[src/verilog/shunt_amp_pkg.sv]
package shunt_amp_pkg;

  // ----------------------------------------------------------------
  // Register map
  // ----------------------------------------------------------------
  localparam logic [6:0] AMP_CTRL_ADDR   = 7'h0d;  // Amplifier control register
  localparam logic [6:0] HS_CURRENT_ADDR = 7'h0e;  // High-side source/sink current
  localparam logic [6:0] LS_CURRENT_ADDR = 7'h0f;  // Low-side source/sink current
  localparam logic [7:0] AMP_CTRL_RESET  = 8'h01;  // Gain 20 V/V, all else off
  localparam logic [7:0] CURRENT_RESET   = 8'h88;  // Mid-scale drive current
  localparam logic [7:0] UNMAPPED_READ   = 8'h00;  // Answer for unknown address
  localparam logic [11:0] PINS_IDLE      = 12'h400; // Pin levels at rest: select high

  // ----------------------------------------------------------------
  // Amplifier control field positions
  // ----------------------------------------------------------------
  localparam int SH_EN_BIT   = 7;  // Sample-and-hold enable
  localparam int BLK_SEL_BIT = 6;  // Blanking trigger source
  localparam int BLK_MSB     = 5;  // Blanking duration, top bit
  localparam int BLK_LSB     = 3;  // Blanking duration, low bit
  localparam int DIV_BIT     = 2;  // Reference divider
  localparam int GAIN_MSB    = 1;  // Gain select, top bit
  localparam int GAIN_LSB    = 0;  // Gain select, low bit

  // ----------------------------------------------------------------
  // Serial frame layout
  // ----------------------------------------------------------------
  localparam logic [4:0] FRAME_BITS  = 5'h10;  // Bits in one frame
  localparam logic [4:0] HEADER_BITS = 5'h08;  // Read flag plus address
  localparam int         READ_BIT    = 15;     // Frame bit flagging a read
  localparam int         ADDR_MSB    = 14;     // Frame address, top bit
  localparam int         ADDR_LSB    = 8;      // Frame address, low bit

  // ----------------------------------------------------------------
  // Timing
  // ----------------------------------------------------------------
  localparam int          CLOCK_PERIOD_NS     = 10;    // 100 MHz system clock
  localparam int          GATE_WINDOW_TIME_NS = 4000;  // Gate drive window
  localparam int          TIMER_WIDTH         = 16;    // Width of window counters
  localparam logic [15:0] GATE_WINDOW_CYCLES  =
    16'(GATE_WINDOW_TIME_NS / CLOCK_PERIOD_NS);        // Longest time, rounded down

  // ----------------------------------------------------------------
  // Types
  // ----------------------------------------------------------------
  typedef struct packed
  {
    logic       sh_en;    // Sample-and-hold enable
    logic       blk_sel;  // 0 half-bridge 1, 1 half-bridge 2
    logic [2:0] blk;      // Blanking duration code
    logic       div;      // 0 reference / 2, 1 reference / 8
    logic [1:0] gain;     // 10, 20, 40, 80 V/V
  } amp_ctrl_s;

  typedef struct packed
  {
    logic [3:0] source;   // Gate source current code
    logic [3:0] sink;     // Gate sink current code
  } gate_current_s;

  typedef enum logic [2:0]
  {
    SPI_IDLE  = 3'b001,   // Chip select released
    SPI_SHIFT = 3'b010,   // Shifting frame bits
    SPI_DONE  = 3'b100    // Frame complete, extra clocks ignored
  } spi_state_e;

  // Blanking length: code n (1..7) gives (n+1)/8 of the window
  function automatic logic [15:0] blank_cycles(input logic [2:0] code,
                                               input logic [15:0] window);
    logic [19:0] product;
    product = 20'(window) * 20'({1'b0, code} + 4'h1);
    if (code == 3'h0)
      blank_cycles = 16'h0000;
    else
      blank_cycles = product[18:3];
  endfunction

endpackage

[src/verilog/window_timer.sv]
`timescale 1ns/1ps

// ------------------------------------------------------------------
// One-shot down counter: busy for i_limit cycles after i_start
// ------------------------------------------------------------------
module window_timer #(
  parameter int WIDTH = 16                  // Counter width
) (
  input  wire logic             i_clock,    // System clock
  input  wire logic             i_rst_n,    // Synchronous reset, active low
  input  wire logic             i_start,    // Restart pulse
  input  wire logic [WIDTH-1:0] i_limit,    // Length in cycles, zero means none
  output logic                  o_busy,     // High while counting
  output logic                  o_expire    // One-cycle pulse at the end
);

  logic [WIDTH-1:0] count_reg;               // Cycles still to run
  logic [WIDTH-1:0] count_next;
  logic             expire_reg;              // End-of-window pulse
  logic             expire_next;

  // Restart takes priority so a new edge always gets a full window
  always_comb
  begin
    count_next  = count_reg;
    expire_next = 1'b0;
    if (i_start)
      count_next = i_limit;
    else if (count_reg != '0)
    begin
      count_next  = count_reg - WIDTH'(1);
      expire_next = (count_reg == WIDTH'(1));
    end
  end

  always_ff @(posedge i_clock)
  begin
    if (!i_rst_n)
    begin
      count_reg  <= '0;
      expire_reg <= 1'b0;
    end
    else
    begin
      count_reg  <= count_next;
      expire_reg <= expire_next;
    end
  end

  assign o_busy   = (count_reg != '0);
  assign o_expire = expire_reg;

endmodule // window_timer

[src/verilog/shunt_amp_control_register.sv]
`timescale 1ns/1ps

// Overview of operation
// - Bit 7 sample-and-hold enable, resets off
// - Bit 6 picks blanking half-bridge, resets 0
// - Bits 5:3 blanking fraction, 000 disables
// - Bit 2 reference divide by 2 or 8
// - Bits 1:0 gain 10/20/40/80, reset 01
// - Gate fault when transistor misses window
// - Serial variant: four currents set independently
// - Strapped variant: one pin sets all currents
// - Register at address 0xD, reset 0x1
module shunt_amp_control_register (
  input  wire logic                         i_clock,          // 100 MHz system clock
  input  wire logic                         i_rst_n,          // Sync reset, active low
  input  wire logic                         i_spi_sclk,       // Serial clock pin
  input  wire logic                         i_spi_cs_n,       // Serial select, active low
  input  wire logic                         i_spi_sdi,        // Serial data in
  output logic                              o_spi_sdo,        // Serial data out
  output logic                              o_spi_sdo_oe,     // High while sdo driven
  input  wire logic                         i_pin_strap_mode, // 1 = pin-strapped variant
  input  wire logic [3:0]                   i_gate_current_select_pin, // Current pin
  input  wire logic                         i_hb1_switch,     // Half-bridge 1 gate command
  input  wire logic                         i_hb2_switch,     // Half-bridge 2 gate command
  input  wire logic                         i_gate_command,   // Monitored gate command
  input  wire logic                         i_gate_settled,   // Transistor reached state
  output shunt_amp_pkg::amp_ctrl_s          o_amp_ctrl,       // Amplifier settings
  output logic                              o_amp_blank,      // Amplifier blanking
  output shunt_amp_pkg::gate_current_s      o_hs_current,     // High-side currents
  output shunt_amp_pkg::gate_current_s      o_ls_current,     // Low-side currents
  output logic                              o_gate_fault      // Gate fault flag
);

  // ----------------------------------------------------------------
  // Pin synchronisers
  // ----------------------------------------------------------------
  localparam int PINS = 12;                 // Width of the synchronised pin bundle

  logic [PINS-1:0] pins_raw;                // Pins as they arrive
  logic [PINS-1:0] sync1_reg;               // First stage, read only by second
  logic [PINS-1:0] sync2_reg;               // Safe copy
  logic [PINS-1:0] sync3_reg;               // Delayed copy for edge detect
  logic [PINS-1:0] sync1_next;
  logic [PINS-1:0] sync2_next;
  logic [PINS-1:0] sync3_next;

  assign pins_raw = {i_spi_sclk, i_spi_cs_n, i_spi_sdi, i_pin_strap_mode,
                     i_gate_current_select_pin, i_hb1_switch, i_hb2_switch,
                     i_gate_command, i_gate_settled};

  // Every pin is asynchronous to i_clock, so all pass two flops
  always_comb
  begin
    sync1_next = pins_raw;
    sync2_next = sync1_reg;
    sync3_next = sync2_reg;
  end

  always_ff @(posedge i_clock)
  begin
    if (!i_rst_n)
    begin
      sync1_reg <= shunt_amp_pkg::PINS_IDLE;  // Resting levels, so no false frame
      sync2_reg <= shunt_amp_pkg::PINS_IDLE;  // or edge is seen after reset
      sync3_reg <= shunt_amp_pkg::PINS_IDLE;
    end
    else
    begin
      sync1_reg <= sync1_next;
      sync2_reg <= sync2_next;
      sync3_reg <= sync3_next;
    end
  end

  logic       sclk_rise;                    // Serial clock rising edge
  logic       sclk_fall;                    // Serial clock falling edge
  logic       cs_active;                    // Frame in progress
  logic       sdi_bit;                      // Synchronised data in
  logic       strap_mode;                   // Pin-strapped variant
  logic [3:0] strap_current;                // Strapped current code
  logic       hb1_rise;                     // Half-bridge 1 switch-on edge
  logic       hb2_rise;                     // Half-bridge 2 switch-on edge
  logic       gate_cmd_edge;                // Any change of gate command
  logic       gate_settled;                 // Synchronised settle status

  assign sclk_rise     = sync2_reg[11] & ~sync3_reg[11];
  assign sclk_fall     = ~sync2_reg[11] & sync3_reg[11];
  assign cs_active     = ~sync2_reg[10];
  assign sdi_bit       = sync2_reg[9];
  assign strap_mode    = sync2_reg[8];
  assign strap_current = sync2_reg[7:4];
  assign hb1_rise      = sync2_reg[3] & ~sync3_reg[3];
  assign hb2_rise      = sync2_reg[2] & ~sync3_reg[2];
  assign gate_cmd_edge = sync2_reg[1] ^ sync3_reg[1];
  assign gate_settled  = sync2_reg[0];

  // ----------------------------------------------------------------
  // Serial frame engine
  // ----------------------------------------------------------------
  shunt_amp_pkg::spi_state_e state_reg;     // Frame state
  shunt_amp_pkg::spi_state_e state_next;
  logic [15:0] shift_in_reg;                // Received bits, MSB first
  logic [15:0] shift_in_next;
  logic [4:0]  bit_cnt_reg;                 // Bits received this frame
  logic [4:0]  bit_cnt_next;
  logic [7:0]  shift_out_reg;               // Read data being sent
  logic [7:0]  shift_out_next;
  logic        sdo_reg;                     // Serial data out flop
  logic        sdo_next;
  logic        sdo_oe_reg;                  // Drive enable flop
  logic        sdo_oe_next;
  logic        wr_stb;                      // Write strobe, one cycle
  logic [6:0]  wr_addr;                     // Write address
  logic [7:0]  wr_data;                     // Write data
  logic [15:0] frame;                       // Frame including the newest bit
  logic [7:0]  rd_data;                     // Read mux output

  logic [7:0]  amp_reg;                     // Amplifier control storage
  logic [7:0]  amp_next;
  logic [7:0]  hs_reg;                      // High-side current storage
  logic [7:0]  hs_next;
  logic [7:0]  ls_reg;                      // Low-side current storage
  logic [7:0]  ls_next;

  assign frame = {shift_in_reg[14:0], sdi_bit};

  // read back
  // Plain mux of stored values, so a read changes nothing
  always_comb
  begin
    case (frame[6:0])
      shunt_amp_pkg::AMP_CTRL_ADDR:   rd_data = amp_reg;
      shunt_amp_pkg::HS_CURRENT_ADDR: rd_data = hs_reg;
      shunt_amp_pkg::LS_CURRENT_ADDR: rd_data = ls_reg;
      default:                        rd_data = shunt_amp_pkg::UNMAPPED_READ;
    endcase
  end

  // Bits are taken on sclk rise and sent on sclk fall
  always_comb
  begin
    state_next     = state_reg;
    shift_in_next  = shift_in_reg;
    bit_cnt_next   = bit_cnt_reg;
    shift_out_next = shift_out_reg;
    sdo_next       = sdo_reg;
    sdo_oe_next    = cs_active;
    wr_stb         = 1'b0;
    wr_addr        = frame[shunt_amp_pkg::ADDR_MSB:shunt_amp_pkg::ADDR_LSB];
    wr_data        = frame[7:0];
    case (state_reg)
      shunt_amp_pkg::SPI_IDLE:
      begin
        // New frame: clear counters so stray bits never carry over
        sdo_next = 1'b0;
        if (cs_active)
        begin
          state_next     = shunt_amp_pkg::SPI_SHIFT;
          bit_cnt_next   = 5'h00;
          shift_out_next = 8'h00;
        end
      end
      shunt_amp_pkg::SPI_SHIFT:
      begin
        if (!cs_active)
          state_next = shunt_amp_pkg::SPI_IDLE;     // Short frame is dropped
        else if (sclk_rise)
        begin
          shift_in_next = frame;
          bit_cnt_next  = bit_cnt_reg + 5'h01;
          if (bit_cnt_reg == shunt_amp_pkg::HEADER_BITS - 5'h01)
            shift_out_next = rd_data;               // Header complete
          if (bit_cnt_reg == shunt_amp_pkg::FRAME_BITS - 5'h01)
          begin
            state_next = shunt_amp_pkg::SPI_DONE;
            wr_stb     = ~frame[shunt_amp_pkg::READ_BIT];
          end
        end
        else if (sclk_fall)
        begin
          sdo_next       = shift_out_reg[7];
          shift_out_next = {shift_out_reg[6:0], 1'b0};
        end
      end
      shunt_amp_pkg::SPI_DONE:
      begin
        if (!cs_active)
          state_next = shunt_amp_pkg::SPI_IDLE;
      end
      default:
        state_next = shunt_amp_pkg::SPI_IDLE;
    endcase
  end

  always_ff @(posedge i_clock)
  begin
    if (!i_rst_n)
    begin
      state_reg     <= shunt_amp_pkg::SPI_IDLE;
      shift_in_reg  <= 16'h0000;
      bit_cnt_reg   <= 5'h00;
      shift_out_reg <= 8'h00;
      sdo_reg       <= 1'b0;
      sdo_oe_reg    <= 1'b0;
    end
    else
    begin
      state_reg     <= state_next;
      shift_in_reg  <= shift_in_next;
      bit_cnt_reg   <= bit_cnt_next;
      shift_out_reg <= shift_out_next;
      sdo_reg       <= sdo_next;
      sdo_oe_reg    <= sdo_oe_next;
    end
  end

  // ----------------------------------------------------------------
  // Register storage
  // ----------------------------------------------------------------
  // address decode
  // Full 8-bit write; every field of the control byte is read/write
  always_comb
  begin
    amp_next = amp_reg;
    hs_next  = hs_reg;
    ls_next  = ls_reg;
    if (wr_stb)
    begin
      case (wr_addr)
        shunt_amp_pkg::AMP_CTRL_ADDR:   amp_next = wr_data;
        shunt_amp_pkg::HS_CURRENT_ADDR: hs_next  = wr_data;
        shunt_amp_pkg::LS_CURRENT_ADDR: ls_next  = wr_data;
        default:                        amp_next = amp_reg;  // Unmapped, ignored
      endcase
    end
  end

  // reset values
  // Reset value 0x01 clears every field except gain code 01
  always_ff @(posedge i_clock)
  begin
    if (!i_rst_n)
    begin
      amp_reg <= shunt_amp_pkg::AMP_CTRL_RESET;
      hs_reg  <= shunt_amp_pkg::CURRENT_RESET;
      ls_reg  <= shunt_amp_pkg::CURRENT_RESET;
    end
    else
    begin
      amp_reg <= amp_next;
      hs_reg  <= hs_next;
      ls_reg  <= ls_next;
    end
  end

  // ----------------------------------------------------------------
  // Blanking and gate window timing
  // ----------------------------------------------------------------
  logic        blank_start;                 // Selected half-bridge switched on
  logic        blank_busy;                  // Blanking window active
  logic        gate_busy;                   // Gate window active
  logic        gate_expire;                 // Gate window just ended
  logic [15:0] blank_limit;                 // Blanking length in cycles

  assign blank_start = amp_reg[shunt_amp_pkg::BLK_SEL_BIT] ? hb2_rise : hb1_rise;

  assign blank_limit = shunt_amp_pkg::blank_cycles(
                         amp_reg[shunt_amp_pkg::BLK_MSB:shunt_amp_pkg::BLK_LSB],
                         shunt_amp_pkg::GATE_WINDOW_CYCLES);

  window_timer #(
    .WIDTH    (shunt_amp_pkg::TIMER_WIDTH)
  ) u_blank_timer (
    .i_clock  (i_clock),
    .i_rst_n  (i_rst_n),
    .i_start  (blank_start),
    .i_limit  (blank_limit),
    .o_busy   (blank_busy),
    .o_expire ()
  );

  window_timer #(
    .WIDTH    (shunt_amp_pkg::TIMER_WIDTH)
  ) u_gate_timer (
    .i_clock  (i_clock),
    .i_rst_n  (i_rst_n),
    .i_start  (gate_cmd_edge),
    .i_limit  (shunt_amp_pkg::GATE_WINDOW_CYCLES),
    .o_busy   (gate_busy),
    .o_expire (gate_expire)
  );

  // ----------------------------------------------------------------
  // Outputs
  // ----------------------------------------------------------------
  logic                         settled_seen_reg;  // Settled during this window
  logic                         settled_seen_next;
  logic                         fault_reg;         // Gate fault flag
  logic                         fault_next;
  logic                         blank_reg;         // Registered blanking
  logic                         blank_next;
  shunt_amp_pkg::gate_current_s hs_cur_reg;        // High-side current out
  shunt_amp_pkg::gate_current_s hs_cur_next;
  shunt_amp_pkg::gate_current_s ls_cur_reg;        // Low-side current out
  shunt_amp_pkg::gate_current_s ls_cur_next;

  always_comb
  begin
    blank_next = blank_busy;
    // gate fault
    // A new command clears the flag, but a miss in the same cycle wins
    settled_seen_next = gate_cmd_edge ? 1'b0 : (settled_seen_reg | (gate_busy & gate_settled));
    fault_next        = gate_cmd_edge ? 1'b0 : fault_reg;
    if (gate_expire && !settled_seen_reg && !gate_settled)
      fault_next = 1'b1;
    // strapped currents
    // One pin value sets both source and sink on both sides
    if (strap_mode)
    begin
      hs_cur_next = {strap_current, strap_current};
      ls_cur_next = {strap_current, strap_current};
    end
    else
    begin
      hs_cur_next = hs_reg;
      ls_cur_next = ls_reg;
    end
  end

  always_ff @(posedge i_clock)
  begin
    if (!i_rst_n)
    begin
      settled_seen_reg <= 1'b0;
      fault_reg        <= 1'b0;
      blank_reg        <= 1'b0;
      hs_cur_reg       <= shunt_amp_pkg::CURRENT_RESET;
      ls_cur_reg       <= shunt_amp_pkg::CURRENT_RESET;
    end
    else
    begin
      settled_seen_reg <= settled_seen_next;
      fault_reg        <= fault_next;
      blank_reg        <= blank_next;
      hs_cur_reg       <= hs_cur_next;
      ls_cur_reg       <= ls_cur_next;
    end
  end

  assign o_spi_sdo    = sdo_reg;
  assign o_spi_sdo_oe = sdo_oe_reg;
  assign o_amp_ctrl   = amp_reg;
  assign o_amp_blank  = blank_reg;
  assign o_hs_current = hs_cur_reg;
  assign o_ls_current = ls_cur_reg;
  assign o_gate_fault = fault_reg;

endmodule // shunt_amp_control_register

[config.mk]
export PLATFORM = sky130hd
export DESIGN_NAME = shunt_amp_control_register
export DESIGN_NICKNAME = d
export VERILOG_FILES = /design/src/verilog/shunt_amp_pkg.sv /design/src/verilog/window_timer.sv /design/src/verilog/shunt_amp_control_register.sv
export SDC_FILE = /design/constraint.sdc
export NUM_CORES = 1
export LEC_CHECK = 0
export BUFFER_PORTS_ARGS = -buffer_cell sky130_fd_sc_hd__buf_2
export CORE_MARGIN = 3
export CORE_UTILIZATION = 35
export DETAILED_ROUTE_END_ITERATION = 10
export GPL_ROUTABILITY_DRIVEN = 0
export PLACE_DENSITY = 0.61
export SKIP_LAST_GASP = 1
export SLEW_MARGIN = 10
export SYNTH_ARGS = -nofsm -noshare
export SYNTH_HDL_FRONTEND = slang
export SYNTH_SLANG_ARGS = --single-unit
[constraint.sdc]
create_clock -name i_clock -period 2.4 [get_ports i_clock]
set_input_delay 0.36 -clock i_clock [delete_from_list [all_inputs] [get_ports i_clock]]
set_output_delay 0.36 -clock i_clock [all_outputs]
set_load 0.05 [all_outputs]
; ---- Word level (Yosys, flattened, before mapping)
; Cells that the tools add are included.
[classes]
addsub = 4
mul = 1
div_mod_pow = 0
n_lt_le_gt_ge = 0
n_eq_ne = 22
shift = 0
muxes = 35
bitwise = 15
reduce_logical = 21
[ops]
columns = op, count
row1 = 8-bit two-way mux, 7
row2 = "7-bit by 4-bit equality test with 1-bit output, second input constant", 6
row3 = 16-bit two-way mux, 2
row4 = 16-bit nonzero test, 2
row5 = "16-bit by 1-bit subtractor with 16-bit output, second input constant", 2
row6 = 8-bit one-hot mux with 3 select lines, 1
row7 = 9-bit two-way mux, 2
row8 = "16-bit by 1-bit equality test with 1-bit output, second input constant", 1
row9 = 8-bit one-hot mux with 2 select lines, 1
row10 = 3-bit two-way mux, 5
row11 = 5-bit two-way mux, 3
row12 = "2-bit != test, second input constant", 6
row13 = "3-bit != test, second input constant", 4
row14 = 4-bit AND reduction, 3
row15 = 1-bit two-way mux, 10
row16 = 10-bit two-way mux, 1
row17 = 5-bit one-hot mux with 2 select lines, 1
row18 = "5-bit by 4-bit multiplier with 9-bit output, first input constant", 1
row19 = 3-bit one-hot mux with 3 select lines, 1
row20 = 1-bit NOT, 8
row21 = 2-bit nonzero test, 4
row22 = 2-bit AND reduction, 3
row23 = "5-bit by 1-bit adder with 5-bit output, second input constant", 1
row24 = 1-bit AND, 5
row25 = 16 further kinds, 18
[word_totals]
register_bits = 145
latchBits = 0
ramBits = 0
romBits = 0
output_inout_bits = 28
wordCells = 121
memories = 0

; ---- Longest topological paths before layout
; Gate-level depths: netlist of the first run.
[depth]
ltp_word = 6
mapped_depth = 8

; ---- Modules after synthesis
; Synthesis of the first run repeated with hierarchy kept, for this count alone.
[unflattened]
cells_unflattened = 666
area_unflattened_um2 = 6258.5
[modules_own_cells]
columns = mod, n_inst, cells_each, area_each_um2
row1 = shunt_amp_control_register, 1, 444, 4371.7
row2 = window_timer, 2, 111, 943.4

; ---- Least setup slack after synthesis of the first run
; Ideal clock, no wire load.
[synth_path]
path_type = flip-flop to flip-flop
startpoint = register amp_reg[3], in the netlist o_amp_ctrl[3]
endpoint = register u_blank_timer.count_reg[9]
setup_time_ps = 125
t_arrival_ps = 2394
slack_ps = -119
path_stages_with_launch = 8
n_path_buf = 0
cell_sequence = dfxtp_1 > inv_1 > ha_1 > ha_1 > fa_1 > a21oi_1 > xor2_1 > o22ai_1
[synth_between]
elab_chain_len = 4
word_cells_on_any_way = 5
cone_classes = 1 x add/sub / 1 x mul / 2 x mux / 1 x reduce/logical
[synth_rtl]
columns = item, line
row1 = from (decl), shunt_amp_control_register.sv:118  ; logic [7:0] amp_reg;
row2 = from (signal assigned), shunt_amp_control_register.sv:244  ; amp_reg <= shunt_amp_pkg::AMP_CTRL_RESET;
row3 = from (signal assigned), shunt_amp_control_register.sv:250  ; amp_reg <= amp_next;
row4 = 3-bit by 1-bit adder with 4-bit output, shunt_amp_pkg.sv:72  ; product = 20'(window) * 20'({1'b0, code} + 4'h1);
row5 = 5-bit by 4-bit multiplier with 9-bit output, shunt_amp_pkg.sv:72
row6 = 10-bit two-way mux (*), shunt_amp_pkg.sv:73  ; if (code == 3'h0)
row7 = 16-bit two-way mux (*), window_timer.sv:27  ; if (i_start)
row8 = to (signal assigned), window_timer.sv:45  ; count_reg <= count_next;
row9 = to (decl), window_timer.sv:17  ; logic [WIDTH-1:0] count_reg;
; Mark *: on every way between the ends. The rest lies on a longest branch, timed or not.
; A chain may end at the register's enable or synchronous reset.

; ---- Worst setup path in the final report of the first run
; Same ends and word-level chain as after synthesis.

==> results of run 1 <==
[routing by layer]
metal / routed length (um) / GRT usage, % / share of wire [%] / up-vias
li1: - / - / - / 2424
met2: 6240 / 24.3 / 46 / 120
met3: 668 / 3.92 / 4.9 / 9
met1: 6500 / 19.5 / 48 / 2224
met5: 0 / 0 / 0 / -
met4: 176 / 5.04 / 1.3 / 0
[stage by stage]
stage	setup WS (ps)	instances
4_1_cts	147	932
6_report	167	932
2_1_floorplan	126	656
3_5_place_dp	160	900
5_1_grt	27.4	932
3_3_place_gp	235	900
[cells in the final DEF (no fill, tap or decap), drive strengths merged, types with 13 or more instances in the layout]
cell type	n
nor2b	13
nand3	15
buf	57
ha	19
mux2i	22
o21ai	27
inv	29
o2bb2ai	14
dfxtp	137
clkbuf	19
nor2	24
a21oi	68
and2	27
nand2	71
nand2b	20
nor3	14
[report_power, final]
| part | switching (uW) | internal (uW) |
|---|---|---|
| registers | 234 | 2550 |
| clock network | 1000 | 1990 |
| logic | 1200 | 852 |
| total | 2440 | 5390 |
[how the worst max path moves through the flow]
stage | slack [ps] | start | depth (start not counted) | endpoint
floorplan | 130 | o_amp_ctrl[3] | 7 | u_blank_timer.count_reg[9]
global placement | 230 | o_amp_ctrl[3] | 7 | u_blank_timer.count_reg[9]
detailed placement | 160 | o_amp_ctrl[3] | 7 | u_blank_timer.count_reg[9]
CTS | 150 | o_amp_ctrl[3] | 7 | u_blank_timer.count_reg[9]
global route | 30 | o_amp_ctrl[3] | 7 | u_blank_timer.count_reg[9]
finish | 170 | o_amp_ctrl[3] | 7 | u_blank_timer.count_reg[9]
[kinds of logic after synthesis]
| group | Yosys count | share of synthesized area, % |
|---|---|---|
| and+or+nand+nor | 243 | 22.8 |
| AOI/OAI and AO/OA | 156 | 16.3 |
| DFF | 137 | 46.1 |
| buffers and inverters | 58 | 3.78 |
| muxes | 26 | 4.45 |
| adders and majority gates | 20 | 4.33 |
| xor gates and xnor gates | 15 | 2.21 |
| other | 1 | 0.0630 |
[final cells by class]
cell class	count	area, um^2	area share, %
Clock inverter	13	236	3.33
Sequential cell	137	2750	38.6
Inverter	25	93.8	1.32
Multi-Input combinational cell	461	2990	42.0
Clock buffer	19	443	6.23
Timing Repair Buffer	57	325	4.58
Tap cell	220	275	3.87
==> impl_metrics.json, run 1 <==
{
  "min_period_ps": 2230,
  "ant_nets": 0,
  "cts-resized-gates": 0,
  "cp-end-kind": "flip-flop",
  "hold_class": "primary input to flip-flop",
  "synth_most_common_cell": "dfxtp_1",
  "r2r_slack_ps": 170,
  "synth-edff-count": 0,
  "ys_seq_elements": 137,
  "ir_worst_vdd_mv": 0.545,
  "critical_path.top_delay_family": "adder cells",
  "async_flop_share_pct": 0,
  "ys_warn_count": 0,
  "synth_top_area_share_pct": 46.1,
  "finClkSkew_ps": 7.77,
  "crit_chain": "inv_1, ha_1, ha_1, fa_1, a21oi_1, xor2_1, o22ai_1",
  "syn_area_per_cell_um2": 9.08,
  "cts.clk_slew.worst_paths_ps": 60,
  "rows": 47,
  "final_util_pct": 42.7,
  "drt_first_pass_iters": 4,
  "die_area_um2": 18600,
  "postPlaceCellArea_um2": 6430,
  "numCtsBuffers": 17,
  "synth_nets": 690,
  "drv_slew": 0,
  "wl_um": 13600,
  "critPathMaxStageDelay_ps": 480,
  "clk-insertion-delay-late_ps": 410,
  "fin_crit_sh_pct": 93.0,
  "io_pins": 42,
  "whs_ps": 144,
  "core_region_area_um2": 16600,
  "synth_area_um2": 5960,
  "finalHoldViolCount": 0,
  "syn_inst": 656,
  "drive_above_1_share_pct": 14.7,
  "ys_types": 62,
  "reg2reg_depth": 7,
  "initial_core_util_pct": 35.8,
  "p_leak_uw": 0.00274,
  "hold_depth": 2,
  "antenna_found_initial": 0,
  "portBuffers": 41,
  "setup_viol": 0,
  "path_common_cell": "ha_1",
  "dieWidth_um": 136,
  "r2r_start": "o_amp_ctrl[3]",
  "area_growth_pct": 19.3,
  "htree_levels": 4,
  "cts_setup_buffers": 0,
  "synth.yosys.seq_area_share_pct": 46.1,
  "power.total_uw": 7830,
  "holdPathEnd": "sync1_reg[10]",
  "synth_top_cell_by_area": "dfxtp_1",
  "powerDensity_nw_per_um2": 1100,
  "cp.required_ps": 2690,
  "cts_root_buf": "clkbuf_16",
  "ys.flop_type": "dfxtp_1",
  "fin_tns_setup_ps": 0,
  "antennaDiodeCount": 0,
  "fmax_mhz": 448,
  "netlist_top_cells_count": "dfxtp_1 (137), nand2_1 (71), a21oi_1 (68)",
  "cts_tree": "built",
  "path_class": "flip-flop to flip-flop",
  "first_global_vias": 4686,
  "dp_hpwl_um": 9400,
  "grt_max_degree": 61,
  "cp.buffers_inverters": 1,
  "drv_cap": 0,
  "n_fill_cell": 1560,
  "fin_nets": 733,
  "drt_iter0_markers": 246,
  "hold_start": "i_spi_cs_n",
  "cts_sinks": 137,
  "rsz0062_at_grt": "false",
  "worstMarginPinSlew_ps": 796,
  "die_height_um": 136,
  "final_area_um2": 7110,
  "vias": 4777,
  "hold_buffers": 0,
  "grt_use_total_pct": 15.0,
  "critPathArrivalTime_ps": 2530,
  "slew_headroom_pct": 46.6,
  "r2r_end": "u_blank_timer.count_reg[9]",
  "viasPerCell": 5.13,
  "critPathMaxFanout": 8,
  "start_kind": "flip-flop",
  "drcViolationCount": 0,
  "clockBufferDepth": 2,
  "synth_area_leaders": "dfxtp_1 (46%), a21oi_1 (5.7%), nand2_1 (4.5%), ha_1 (4.0%), mux2i_1 (3.7%)",
  "overflow": 0,
  "grt_pass1_wl_um": 22600,
  "slowest_stage": "fa_1",
  "wl_per_cell_um": 14.6,
  "status": "completed"
}
No activity file was read; power rests on OpenSTA's default activity.
==> run 2: changes to the inputs <==
--- a/config.mk
+++ b/config.mk
@@ -7,12 +7,11 @@
 export LEC_CHECK = 0
 export BUFFER_PORTS_ARGS = -buffer_cell sky130_fd_sc_hd__buf_2
 export CORE_MARGIN = 3
-export CORE_UTILIZATION = 35
+export CORE_UTILIZATION = 50
 export DETAILED_ROUTE_END_ITERATION = 10
 export GPL_ROUTABILITY_DRIVEN = 0
-export PLACE_DENSITY = 0.61
+export PLACE_DENSITY = 0.78
 export SKIP_LAST_GASP = 1
-export SLEW_MARGIN = 10
 export SYNTH_ARGS = -nofsm -noshare
 export SYNTH_HDL_FRONTEND = slang
 export SYNTH_SLANG_ARGS = --single-unit
==> impl_metrics.json, run 2 (same netlist as run 1, synthesis figures left out) <==
{
  "antennaDiodeCount": 0,
  "critPathArrivalTime_ps": 2540,
  "drive_above_1_share_pct": 14.3,
  "worstMarginPinSlew_ps": 853,
  "area_growth_pct": 16.9,
  "drv_slew": 0,
  "clk-insertion-delay-late_ps": 420,
  "viasPerCell": 5.77,
  "io_pins": 42,
  "r2r_end": "u_blank_timer.count_reg[9]",
  "multi_input_area_um2": 2990,
  "ant_nets": 0,
  "htree_levels": 4,
  "drt_first_pass_iters": 5,
  "n_fill_cell": 938,
  "cts.clk_slew.worst_paths_ps": 60,
  "core_region_area_um2": 11500,
  "layout_commonest_cell": "dfxtp_1",
  "layout_common_cells": "dfxtp_1 (135), nand2_1 (71), a21oi_1 (68), buf_2 (41)",
  "fmax_mhz": 446,
  "final_util_pct": 60.5,
  "cts-resized-gates": 0,
  "r2r_slack_ps": 160,
  "numCtsBuffers": 17,
  "dieWidth_um": 115,
  "status": "completed",
  "cts_tree": "built",
  "slew_headroom_pct": 42.7,
  "cp-end-kind": "flip-flop",
  "cp.required_ps": 2700,
  "hold_buffers": 0,
  "portBuffers": 41,
  "cts_setup_buffers": 0,
  "path_class": "flip-flop to flip-flop",
  "switchingPower_uw": 2350,
  "min_period_ps": 2240,
  "die_area_um2": 13300,
  "ir_worst_vdd_mv": 0.642,
  "grt_pass1_wl_um": 22200,
  "fin_crit_sh_pct": 93.5,
  "start_kind": "flip-flop",
  "pwr-share-comb_pct": 26.9,
  "rows": 39,
  "finalHoldViolCount": 0,
  "drcViolationCount": 0,
  "clockBufferDepth": 2,
  "overflow": 0,
  "endpoint": "u_blank_timer.count_reg[9]",
  "rsz0062_at_grt": "false",
  "wl_per_cell_um": 15.5,
  "reg2reg_depth": 7,
  "drv_cap": 0,
  "die_height_um": 115,
  "internal_power_uw": 5270,
  "cts_sinks": 137,
  "r2r_start": "o_amp_ctrl[3]",
  "dp_hpwl_um": 9090,
  "regArea_um2": 2750,
  "finClkSkew_ps": 6.15,
  "setup_viol": 0,
  "fin_nets": 734,
  "clkPwrFrac_pct": 36.3,
  "first_global_vias": 4721,
  "power.total_uw": 7620,
  "hold_class": "primary input to flip-flop",
  "grt_use_total_pct": 20.7,
  "power_frac_seq_pct": 36.7,
  "vias": 4929,
  "critPathMaxFanout": 8,
  "switching_share_pct": 30.9,
  "fin_tns_setup_ps": 0,
  "drt_iter0_markers": 300,
  "antenna_found_initial": 0,
  "wl_um": 13200,
  "initial_core_util_pct": 51.7,
  "powerDensity_nw_per_um2": 1090,
  "grt_max_degree": 50,
  "cts_root_buf": "clkbuf_16",
  "crit_start": "o_amp_ctrl[3]",
  "p_leak_uw": 0.00271
}
run 2: cell count changes in the layout (fill, tap and decap cells not counted), sizes merged:
cell,change
inv,-4
clkbuf,+2
buf,+1
bufinv,-1
clkinv,+1
run 2: critical path, cell delays in order (launching register included):
cell     delay [ps]
dfxtp_2         410
ha_1            200
xor2_1          290
ha_1            330
fa_1            480
a21oi_1         170
xor2_1          160
o22ai_1          80
run 2: worst min-delay path by stage:
stage	startpoint	end	slack, ps	depth (start not counted)
2_1_floorplan	sync1_reg[10]	sync2_reg[10]	390	1
3_3_place_gp	sync1_reg[10]	sync2_reg[10]	400	1
3_5_place_dp	sync1_reg[10]	sync2_reg[10]	420	1
4_1_cts	i_spi_cs_n	sync1_reg[10]	110	2
5_1_grt	i_spi_cs_n	sync1_reg[10]	140	2
6_report	i_spi_cs_n	sync1_reg[10]	120	2
run 2: area by class of cell:
type                       count  share of cell area, %
sequential                   137                   39.4
clock buffer                  21                   6.47
timing repair buffer          58                   4.78
inverter                      25                   1.35
tap                          143                   2.57
clock inverter                 9                   2.48
multi-input combinational    461                   42.9
run 2: layer usage:
metal | global-route usage [%] | vias up | share of wire (%)
li1 | - | 2416 | -
met1 | 25.8 | 2334 | 44
met2 | 34.5 | 151 | 48
met3 | 4.37 | 28 | 5.4
met4 | 9.23 | 0 | 2.3
met5 | 0 | - | 0
run 2: through the flow:
step                      hold WS (ps)  cells  area (um^2)  setup slack [ps]
after floorplan                    386    656         5960               126
after detailed placement           417    824         6340               186
after global placement             399    824         6340               231
final                              121    854         6960               156
after CTS                          109    854         6960               155
after global routing               137    854         6960              6.99
run 2: power by group through the flow:
stage                     combinational (uW)  clock [uW]  sequential (uW)
after detailed placement                2000           0             2840
after floorplan                         1570           0             2800
after global routing                    2280        2900             2840
after global placement                  1920           0             2810
final                                   2050        2770             2800
after CTS                               2040        2800             2800
